--- config.mk ---
export PLATFORM = sky130hd
export DESIGN_NAME = fpsi_top
export DESIGN_NICKNAME = d
export VERILOG_FILES = /design/src/fpsi_pkg.sv /design/src/fpsi_top.sv /design/src/fpsi_pps_mon.sv
export SDC_FILE = /design/constraint.sdc
export NUM_CORES = 1
export LEC_CHECK = 0
export BUFFER_PORTS_ARGS = -buffer_cell sky130_fd_sc_hd__buf_2
export CORE_MARGIN = 5
export CORE_UTILIZATION = 30
export CTS_BUF_LIST = sky130_fd_sc_hd__clkbuf_8
export CTS_CLUSTER_DIAMETER = 30
export DETAILED_ROUTE_END_ITERATION = 16
export PLACE_DENSITY = 0.46
export SYNTH_ARGS = -nofsm -noshare
export SYNTH_HDL_FRONTEND = slang
export SYNTH_SLANG_ARGS = --single-unit
--- constraint.sdc ---
create_clock -name sys_clk_i -period 3.3 [get_ports sys_clk_i]
set_clock_uncertainty 0.1 [all_clocks]
set_input_delay 0.165 -clock sys_clk_i [delete_from_list [all_inputs] [get_ports sys_clk_i]]
set_output_delay 0.165 -clock sys_clk_i [all_outputs]
set_load 0.02 [all_outputs]
--- src/fpsi_pkg.sv ---
// Functional notes
// - Link indicator follows the host link status.
// - User indicator driven only by application logic.
// - Master indicator lit while timing bus master.
// - Pulse indicator toggles on each valid pulse.
// - Any monitor alarm lights the over-temperature indicator.
// - Sample-clock indicator lit only while clock detected.
// - Per-channel select: converter overload or FIFO overrun.
// - Master drives timing bus, slave receives it.
package fpsi_pkg;

  ////////////////////////////////////////////////////////////////////////////
  // Widths of the register port and the monitored groups.
  localparam int ADDR_W = 4;
  localparam int DATA_W = 8;
  localparam int NCH    = 4;
  localparam int NMON   = 4;
  localparam int NTB    = 3;

  // Timing bus pin positions within the three-pin groups.
  localparam int TB_CLK  = 0;
  localparam int TB_SYNC = 1;
  localparam int TB_GATE = 2;

  ////////////////////////////////////////////////////////////////////////////
  // Register word offsets.
  localparam logic [ADDR_W-1:0] REG_CTRL     = 4'h0;
  localparam logic [ADDR_W-1:0] REG_STATUS   = 4'h1;
  localparam logic [ADDR_W-1:0] REG_IRQ_STAT = 4'h2;
  localparam logic [ADDR_W-1:0] REG_IRQ_CLR  = 4'h3;
  localparam logic [ADDR_W-1:0] REG_IRQ_EN   = 4'h4;

  // Control field positions.
  localparam int CTRL_MASTER = 0;
  localparam int CTRL_OVSEL  = 4;

  // Status field positions.
  localparam int ST_LINK = 0;
  localparam int ST_PPS  = 1;
  localparam int ST_TMP  = 2;
  localparam int ST_SCLK = 3;
  localparam int ST_OVL  = 4;

  // Interrupt event bit positions.
  localparam int IRQ_PPS_LOST  = 0;
  localparam int IRQ_TMP_ALARM = 1;
  localparam int IRQ_SCLK_LOST = 2;
  localparam int IRQ_OVL       = 3;

  // Reset values.
  localparam logic [DATA_W-1:0] CTRL_RST   = 8'h00;
  localparam logic [DATA_W-1:0] IRQ_EN_RST = 8'h00;
  localparam logic [DATA_W-1:0] ZERO_W     = 8'h00;

  ////////////////////////////////////////////////////////////////////////////
  // Clock rate and the pulse-loss timeout.
  localparam int CLK_HZ         = 20_000_000;
  localparam int PPS_TIMEOUT_MS = 1200;
  localparam int PPS_TIMEOUT_CYC = (CLK_HZ / 1000) * PPS_TIMEOUT_MS;

  // Pulse monitor states.
  typedef enum logic [1:0] {
    FPSI_PPS_LOST  = 2'b01,
    FPSI_PPS_VALID = 2'b10
  } fpsi_pps_st_t;

  // Picks the overload source per channel: 0 converter flag, 1 FIFO overrun.
  function automatic logic [NCH-1:0] ovl_pick(input logic [NCH-1:0] sel,
                                              input logic [NCH-1:0] adc,
                                              input logic [NCH-1:0] fifo);
    ovl_pick = (adc & ~sel) | (fifo & sel);
  endfunction

endpackage

--- src/fpsi_top.sv ---
// Our own choices: the register offsets and the strobed register port.
`timescale 1ns/1ps
module fpsi_top #(
  parameter int PPS_TIMEOUT_CYC = fpsi_pkg::PPS_TIMEOUT_CYC
) (
  input  wire logic                          sys_clk_i,
  input  wire logic                          rst_n_i,
  input  wire logic [fpsi_pkg::ADDR_W-1:0]   addr_i,
  input  wire logic [fpsi_pkg::DATA_W-1:0]   wdata_i,
  input  wire logic                          wr_i,
  input  wire logic                          rd_i,
  output logic      [fpsi_pkg::DATA_W-1:0]   rdata_o,
  output logic                               irq_o,
  input  wire logic                          link_valid_i,
  input  wire logic                          user_indicator_i,
  input  wire logic                          pps_i,
  input  wire logic [fpsi_pkg::NMON-1:0]     mon_alarm_i,
  input  wire logic                          sclk_detected_i,
  input  wire logic [fpsi_pkg::NCH-1:0]      adc_overload_i,
  input  wire logic [fpsi_pkg::NCH-1:0]      fifo_overrun_i,
  input  wire logic [fpsi_pkg::NTB-1:0]      loc_tmg_i,
  input  wire logic [fpsi_pkg::NTB-1:0]      tb_in_i,
  output logic      [fpsi_pkg::NTB-1:0]      tb_out_o,
  output logic      [fpsi_pkg::NTB-1:0]      tb_oe_o,
  output logic      [fpsi_pkg::NTB-1:0]      tmg_o,
  output logic                               link_up_indicator_o,
  output logic                               user_indicator_o,
  output logic                               timing_master_indicator_o,
  output logic                               pps_indicator_o,
  output logic                               over_temperature_indicator_o,
  output logic                               sample_clock_indicator_o,
  output logic      [fpsi_pkg::NCH-1:0]      channel_overload_indicator_o
);
  import fpsi_pkg::*;

  typedef struct packed {
    logic [DATA_W-1:0] ctrl;
    logic [DATA_W-1:0] irq_en;
    logic [DATA_W-1:0] irq_st;
    logic [DATA_W-1:0] rdata;
    logic              link;
    logic              user;
    logic              master;
    logic              tmp;
    logic              sclk;
    logic              pps_v;
    logic [NCH-1:0]    ovl;
    logic [NTB-1:0]    tb_out;
    logic [NTB-1:0]    tb_oe;
    logic [NTB-1:0]    tmg;
    logic              irq;
  } fpsi_top_reg_t;

  fpsi_top_reg_t     q;
  fpsi_top_reg_t     d;
  logic              pps_valid;
  logic              pps_blink;
  logic              tmp_now;
  logic [NCH-1:0]    ovl_now;
  logic [DATA_W-1:0] events;
  logic              wr_clr;

  ////////////////////////////////////////////////////////////////////////////
  // Pulse-per-second validity and blink generation.
  fpsi_pps_mon #(
    .TIMEOUT_CYC (PPS_TIMEOUT_CYC)
  ) u_pps (
    .sys_clk_i (sys_clk_i),
    .rst_n_i   (rst_n_i),
    .pps_i     (pps_i),
    .valid_o   (pps_valid),
    .blink_o   (pps_blink)
  );

  ////////////////////////////////////////////////////////////////////////////
  // Condition sources for the indicators.
  // any alarm lights
  assign tmp_now = |mon_alarm_i;
  assign ovl_now = ovl_pick(q.ctrl[CTRL_OVSEL +: NCH], adc_overload_i, fifo_overrun_i);

  // Events that set sticky interrupt bits, one cycle per occurrence.
  always_comb begin
    events                = ZERO_W;
    events[IRQ_PPS_LOST]  = q.pps_v & ~pps_valid;
    events[IRQ_TMP_ALARM] = tmp_now & ~q.tmp;
    events[IRQ_SCLK_LOST] = q.sclk & ~sclk_detected_i;
    events[IRQ_OVL]       = |(ovl_now & ~q.ovl);
  end

  assign wr_clr = wr_i && (addr_i == REG_IRQ_CLR);

  ////////////////////////////////////////////////////////////////////////////
  // Next-state logic for registers, indicators and timing bus.
  always_comb begin
    d = q;
    d.link = link_valid_i;
    d.user = user_indicator_i;
    if (wr_i && (addr_i == REG_CTRL)) begin
      d.ctrl = wdata_i;
    end
    if (wr_i && (addr_i == REG_IRQ_EN)) begin
      d.irq_en = wdata_i;
    end
    d.master = q.ctrl[CTRL_MASTER];
    d.tmp = tmp_now;
    d.sclk = sclk_detected_i;
    d.pps_v = pps_valid;
    d.ovl = ovl_now;
    d.tb_oe  = {NTB{q.ctrl[CTRL_MASTER]}};
    d.tb_out = q.ctrl[CTRL_MASTER] ? loc_tmg_i : '0;
    d.tmg = q.ctrl[CTRL_MASTER] ? loc_tmg_i : tb_in_i;
    // A clear in the same cycle as an event leaves the bit set.
    d.irq_st = (q.irq_st & ~(wr_clr ? wdata_i : ZERO_W)) | events;
    d.irq    = |(d.irq_st & d.irq_en);
    // Read data stand only in the cycle after the strobe.
    d.rdata = ZERO_W;
    if (rd_i) begin
      unique case (addr_i)
        REG_CTRL:     d.rdata = q.ctrl;
        REG_STATUS: begin
          d.rdata[ST_LINK]          = q.link;
          d.rdata[ST_PPS]           = q.pps_v;
          d.rdata[ST_TMP]           = q.tmp;
          d.rdata[ST_SCLK]          = q.sclk;
          d.rdata[ST_OVL +: NCH]    = q.ovl;
        end
        REG_IRQ_STAT: d.rdata = q.irq_st;
        REG_IRQ_EN:   d.rdata = q.irq_en;
        default:      d.rdata = ZERO_W;
      endcase
    end
  end

  // State register.
  always_ff @(posedge sys_clk_i or negedge rst_n_i) begin
    if (!rst_n_i) begin
      q.ctrl   <= CTRL_RST;
      q.irq_en <= IRQ_EN_RST;
      q.irq_st <= ZERO_W;
      q.rdata  <= ZERO_W;
      q.link   <= 1'b0;
      q.user   <= 1'b0;
      q.master <= 1'b0;
      q.tmp    <= 1'b0;
      q.sclk   <= 1'b0;
      q.pps_v  <= 1'b0;
      q.ovl    <= '0;
      q.tb_out <= '0;
      q.tb_oe  <= '0;
      q.tmg    <= '0;
      q.irq    <= 1'b0;
    end else begin
      q <= d;
    end
  end

  ////////////////////////////////////////////////////////////////////////////
  // Outputs, each straight from a flip-flop.
  assign rdata_o                      = q.rdata;
  assign irq_o                        = q.irq;
  assign link_up_indicator_o          = q.link;
  assign user_indicator_o             = q.user;
  assign timing_master_indicator_o    = q.master;
  assign pps_indicator_o              = pps_blink;
  assign over_temperature_indicator_o = q.tmp;
  assign sample_clock_indicator_o     = q.sclk;
  assign channel_overload_indicator_o = q.ovl;
  assign tb_out_o                     = q.tb_out;
  assign tb_oe_o                      = q.tb_oe;
  assign tmg_o                        = q.tmg;
endmodule // fpsi_top

--- src/fpsi_pps_mon.sv ---
`timescale 1ns/1ps
module fpsi_pps_mon #(
  parameter int TIMEOUT_CYC = fpsi_pkg::PPS_TIMEOUT_CYC
) (
  input  wire logic sys_clk_i,
  input  wire logic rst_n_i,
  input  wire logic pps_i,
  output logic      valid_o,
  output logic      blink_o
);
  import fpsi_pkg::*;

  localparam int CNT_W = $clog2(TIMEOUT_CYC + 1);
  localparam logic [CNT_W-1:0] CNT_LAST = CNT_W'(TIMEOUT_CYC - 1);
  localparam logic [CNT_W-1:0] CNT_ONE  = CNT_W'(1);

  typedef struct packed {
    fpsi_pps_st_t     st;
    logic             prev;
    logic             blink;
    logic [CNT_W-1:0] cnt;
  } fpsi_pps_reg_t;

  fpsi_pps_reg_t q;
  fpsi_pps_reg_t d;
  logic          rise;

  ////////////////////////////////////////////////////////////////////////////
  // A pulse restarts the silence counter and toggles the indicator.
  assign rise = pps_i & ~q.prev;

  always_comb begin
    d      = q;
    d.prev = pps_i;
    unique case (q.st)
      FPSI_PPS_LOST: begin
        if (rise) begin
          d.st    = FPSI_PPS_VALID;
          d.blink = 1'b1;
          d.cnt   = '0;
        end
      end
      FPSI_PPS_VALID: begin
        if (rise) begin
          d.blink = ~q.blink;
          d.cnt   = '0;
        end else if (q.cnt == CNT_LAST) begin
          d.st    = FPSI_PPS_LOST;
          d.blink = 1'b0;
        end else begin
          d.cnt = q.cnt + CNT_ONE;
        end
      end
      default: begin
        d.st    = FPSI_PPS_LOST;
        d.blink = 1'b0;
      end
    endcase
  end

  // State register.
  always_ff @(posedge sys_clk_i or negedge rst_n_i) begin
    if (!rst_n_i) begin
      q.st    <= FPSI_PPS_LOST;
      q.prev  <= 1'b0;
      q.blink <= 1'b0;
      q.cnt   <= '0;
    end else begin
      q <= d;
    end
  end

  assign valid_o = (q.st == FPSI_PPS_VALID);
  assign blink_o = q.blink;
endmodule // fpsi_pps_mon

Yosys cells after proc, flatten, opt, wreduce, memory -nomap -nowiden:

Index checks and enable logic that the tools add are counted.

* add/sub/neg operators: 1
* equality and inequality tests: 12
* mux-type cells: 16
* bitwise gates (word level): 19
* reduce and logical (&&, ||, !) cells: 11

Operators by type and width (count)
* 26-bit 2-to-1 mux: 2
* 25-bit case mux with 2 select lines: 1
* 8-bit case mux with 4 select lines: 1
* 25-bit by 1-bit adder with 25-bit output (second input constant): 1
* 25-bit == test (second input constant): 1
* 25-bit 2-to-1 mux: 1
* 8-bit 2-to-1 mux: 3
* 8-bit AND: 2
* 4-bit AND: 3
* 4-bit by 2-bit == test with 1-bit output (second input constant): 2
* 4-bit NOT: 2
* 8-bit NOT: 1
* 8-bit by 4-bit bitwise OR with 8-bit output: 1
* 4-bit OR reduction: 2
* 8-bit OR reduction: 1
* 2-bit 2-to-1 mux: 3
* 3-bit 2-to-1 mux: 2
* 3-bit AND reduction: 2
* 1-bit NOT: 5
* 1-bit AND: 4
* 4-bit by 1-bit == test with 1-bit output (second input constant): 1
* 4-bit by 3-bit == test with 1-bit output (second input constant): 1
* 4-bit zero test: 1
* 2-bit by 1-bit inequality test with 1-bit output (second input constant): 2
* 12 further kinds: 14

* flip-flop bits (word level): 79
* output and inout port bits: 28
* logic and storage cells: 78

Logic depth before layout (Yosys ltp):

* word-level depth: 8
* mapped depth: 9

Cells and area by module:

From an unflattened synthesis, not the netlist that was laid out.

* cells, all modules: 373
* area, all modules: 4052.6 µm²

Modules (own cells, without submodules)
* fpsi_top: instances 1, cells each 176, area each 2289.7 µm²
* fpsi_pps_mon: instances 1, cells each 197, area each 1762.9 µm²

Worst setup path after synthesis:

No wires, ideal clock.

* path kind: register to register
* from: register u_pps.q[0] in the netlist's numbering
* to: register u_pps.q[12] in the netlist's numbering
* library setup time: 0.126 ns
* data arrival time: 2.059 ns
* required time: 3.074 ns
* setup slack: 1.015 ns
* stages on the path, launching flop included: 9
* path buffers: 2
* cells stage by stage: dfrtp_1 > ha_1 > nand4_2 > or2_1 > buf_6 > or3_4 > and2_4 > buf_6 > a221o_1

* longest elaborated chain between the ends: 4
* elaborated cells between the ends (all ways): 7
* classes of those cells: 1 x add/sub; 2 x eq/ne; 3 x mux; 1 x reduce/logical

RTL lines
* start: declaration: line fpsi_pps_mon.sv:24 `fpsi_pps_reg_t q;`
* 25-bit by 1-bit adder with 25-bit output: line fpsi_pps_mon.sv:51 `d.cnt = q.cnt + CNT_ONE;`
* 25-bit 2-to-1 mux: line fpsi_pps_mon.sv:47 `end else if (q.cnt == CNT_LAST) begin`
* 26-bit 2-to-1 mux: line fpsi_pps_mon.sv:44 `if (rise) begin`
* 25-bit case mux with 2 select lines: line fpsi_pps_mon.sv:35 `unique case (q.st)`

Parallel ways exist; a longest one is shown, timed or not. The select of a mux whose other input is x is not followed.
A chain may end at the register's enable or synchronous reset.

Worst setup path after layout:

* from: register u_pps.q[27] in the netlist's numbering
* to: register u_pps.q[7] in the netlist's numbering

* longest elaborated chain between the ends: 3
* elaborated cells between the ends (all ways): 7
* classes of those cells: 4 x eq/ne; 1 x mux; 2 x reduce/logical

RTL lines (line)
* 2-bit == test or 2-bit by 1-bit == test with 1-bit output (tied branches): fpsi_pps_mon.sv:35
* 3-bit by 2-bit inequality test with 1-bit output (no line) (tied with other cells)
* 3-bit AND reduction (no line)

Parallel ways exist; a longest one is shown, timed or not.

==> metrics.txt <==
sw power=0.756 mW; Setup violations, final=0; antenna violations before repair=0; Final Wtd Congestion=0.791; crit path kind=flip-flop to flip-flop; Clock transition at path regs=80 ps; number of clock buffers inserted by TritonCTS=9; CP Depth=6; Cell Chain, Critical Path=inv_1 > ha_1 > or2_2 > a41o_1 > and2_1 > a221o_2; Ant. Diodes=0; Worst path max stage delay=540 ps; FMAX=0.388 GHz; sequential cell area fraction in the yosys report=49.3%; cell leakage power=2.14 nW; Crit Reg-Reg Startpoint=u_pps.q[27]; worst skew pair latency=360 ps; total of max-cap violations=0; vias per cell=4.97; Primary FF master, synth=dfrtp_1; peak supply drop=157 µV; clock buffer depth=2; Final WS setup=724 ps; RR Endpoint=u_pps.q[7]; Final period util=78.1%; placed cell areas=0.00428 mm²; Tmin final=2580 ps; port bufs=65; syn_area_per_cell=10.5 µm²; #FFs+latches synth=78; largest net degree at the start of global routing=79; drc violations=0; DR pass1 iterations=6; total grt overflow=0; Least-Margin Pin Slew=1070 ps; buffer count from post-CTS setup fixing=0; Critical Path Fanout Max=13; Ys Warns=0; combinational power share=22.4%; CTS root buf=clkbuf_8; fillers=1316; vias in the first global route=3122; sequential power share=45.6%; routed length per placed instance=15.8 µm; global-route wire length before repair=16300 µm; CTS H-tree depth=3; fin. max-slew vios=0; core area=0.0131 mm²; Mapped Area=0.00396 mm²; worst min-delay path class=primary input to flip-flop; DRT iter0 DRCs=270; Fin Setup TNS=0 ps; Switching Fraction=30.7%; layout cells sized above 1=28.2%; Yosys cell types=58; Area Growth Syn to Fin=20.9%; CTS tree=yes; die width=125 µm; num rows=42; Setup crit start=u_pps.q[27]; Routed WL=9880 µm; internal power=1.71 mW; Slew headroom=28.1%; final hold vios=0; synthesized netlist cell count=376; Worst setup endpoint=u_pps.q[7]; Critical Path RT=3440 ps; RSZ-0062 raised after global routing=false; Tot GR Track Use=12.8%; die area=0.0156 mm²; Post-synth ARST share=100%; CTS Sinks=78; Tot Pwr=2.46 mW; via count=3112; status=complete, no violations; critical path arrival=2720 ps; CP bufs+invs=1; Routed Antenna Nets=0; CP Capture Type=flip-flop; CP max stage cell=dfstp_2; pre-CTS setup slack=724 ps; I/O Pins=66; Clk network pwr share=31.9%; Die H=125 µm; hpwl dp=6720 µm; Worst Reg-to-Reg Cells=6; Initial Util=30.3%; final instance area=0.00479 mm²; Largest delay share family, worst path=compound AO/OA/AOI/OAI gates; Worst setup SP type=flip-flop; final core utilization=36.6%; PwrDens=515 mW/mm²; net total in the final layout=487; EDFF count, synth=0; total nets after synthesis=417; worst reg2reg setup slack=720 ps
synth_stat cells, types with 2 or more instances:
master / count / share of area (%)
or3b_2: 2 / 0.44
a21boi_0: 5 / 0.95
nand4_1: 7 / 1.1
buf_1: 2 / 0.19
nand2_1: 23 / 2.2
or2_2: 4 / 0.63
nor4b_1: 4 / 0.88
dfrtp_1: 77 / 49
o22ai_1: 4 / 0.63
mux2_2: 28 / 8.0
nor2_1: 32 / 3.0
clkbuf_1: 10 / 0.95
a221o_1: 11 / 2.8
buf_6: 3 / 0.85
o31ai_1: 2 / 0.38
or4_1: 2 / 0.38
nand4b_1: 2 / 0.44
nor4_1: 4 / 0.63
buf_4: 21 / 4.0
nand4_2: 2 / 0.63
a31oi_1: 5 / 0.79
nor2b_1: 3 / 0.47
a22oi_1: 2 / 0.38
ha_1: 3 / 0.95
o211ai_1: 4 / 0.76
o21ai_0: 9 / 1.1
and4_1: 7 / 1.5
a21oi_1: 6 / 0.76
and2_1: 5 / 0.79
nor3_1: 10 / 1.3
nand3_1: 19 / 2.4
and4b_2: 2 / 0.57
nand2b_1: 3 / 0.47
a222oi_1: 9 / 2.3
inv_1: 18 / 1.7
and3_1: 4 / 0.63
power by group through the flow:
stage                     combinational, mW  clock, mW  sequential [mW]
after floorplan                       0.378          0             1.14
after global placement                0.513          0             1.14
after detailed placement              0.521          0             1.14
after CTS                             0.560      0.815             1.12
after global routing                  0.616      0.852             1.14
final                                 0.553      0.787             1.12
logic make-up after synthesis:
logic type | after synthesis | synth area share, %
AND/OR/NAND/NOR | 141 | 19.9
multiplexers | 28 | 7.96
flip-flops | 78 | 49.3
buffers and inverters | 56 | 7.93
AO/OA/AOI/OAI | 69 | 13.7
adder cells (fa/ha/maj) | 4 | 1.20
sequential cells by signal, summed over array words and instances, names as in the netlist:
name	cells
q	24
tb_out_o	3
tb_oe_o	1
rdata_o	8
user_indicator_o	1
u_pps.blink_o	1
link_up_indicator_o	1
irq_o	1
over_temperature_indicator_o	1
u_pps.q	28
sample_clock_indicator_o	1
d	1
tmg_o	3
channel_overload_indicator_o	4
cell type report:
| type | count | area (µm²) | share of cell area [%] |
|---|---|---|---|
| timing repair buffer | 97 | 643 | 13.4 |
| clock buffer | 9 | 124 | 2.59 |
| tap | 176 | 220 | 4.60 |
| inverter | 18 | 67.6 | 1.41 |
| clock inverter | 6 | 87.6 | 1.83 |
| sequential | 78 | 1950 | 40.8 |
| multi-input combinational | 242 | 1690 | 35.3 |
metal layers:
| metal | track usage, % | wire length [µm] |
|---|---|---|
| met4 | 4.97 | 119 |
| met5 | 0 | 0 |
| met3 | 2.66 | 443 |
| met2 | 21.1 | 4770 |
| met1 | 16.5 | 4540 |
cells in the final DEF (no fill, tap or decap), types with 10 or more instances in the layout:
| cell type | instances |
|---|---|
| dfrtp_1 | 77 |
| buf_2 | 64 |
| mux2_2 | 28 |
| nand2_1 | 23 |
| dlygate4sd3_1 | 30 |
| nand3_1 | 19 |
| nor2_1 | 32 |
| nor3_1 | 10 |
| a221o_1 | 11 |
| inv_1 | 18 |
how the worst min path moves through the flow:
stage,start,endpoint,slack [ps],cells past startpoint
after floorplan,rst_n_i,channel_overload_indicator_o[0],-230,0
after global placement,user_indicator_i,user_indicator_o,170,1
after detailed placement,user_indicator_i,user_indicator_o,180,1
after CTS,mon_alarm_i[3],q[29],130,3
after global routing,mon_alarm_i[3],q[29],140,3
final,mon_alarm_i[3],q[29],140,3
repair_timing:
| item | CTS | global route |
|---|---|---|
| hold buffers | 30 | 0 |
| endpoints found under the hold margin | 111 | 0 |
| resized for setup | 0 | 0 |
tightest hold or removal path, stage by stage:
cell     delay (ps)
buf_2            80
nor4_1           50
o22ai_1         230
metrics by stage:
step           hold slack (ps)  instances
2_1_floorplan             -231        376
3_5_place_dp               175        581
5_1_grt                    138        626
3_3_place_gp               173        581
6_report                   138        626
4_1_cts                    125        626
Power figures use the tool's default switching activity.
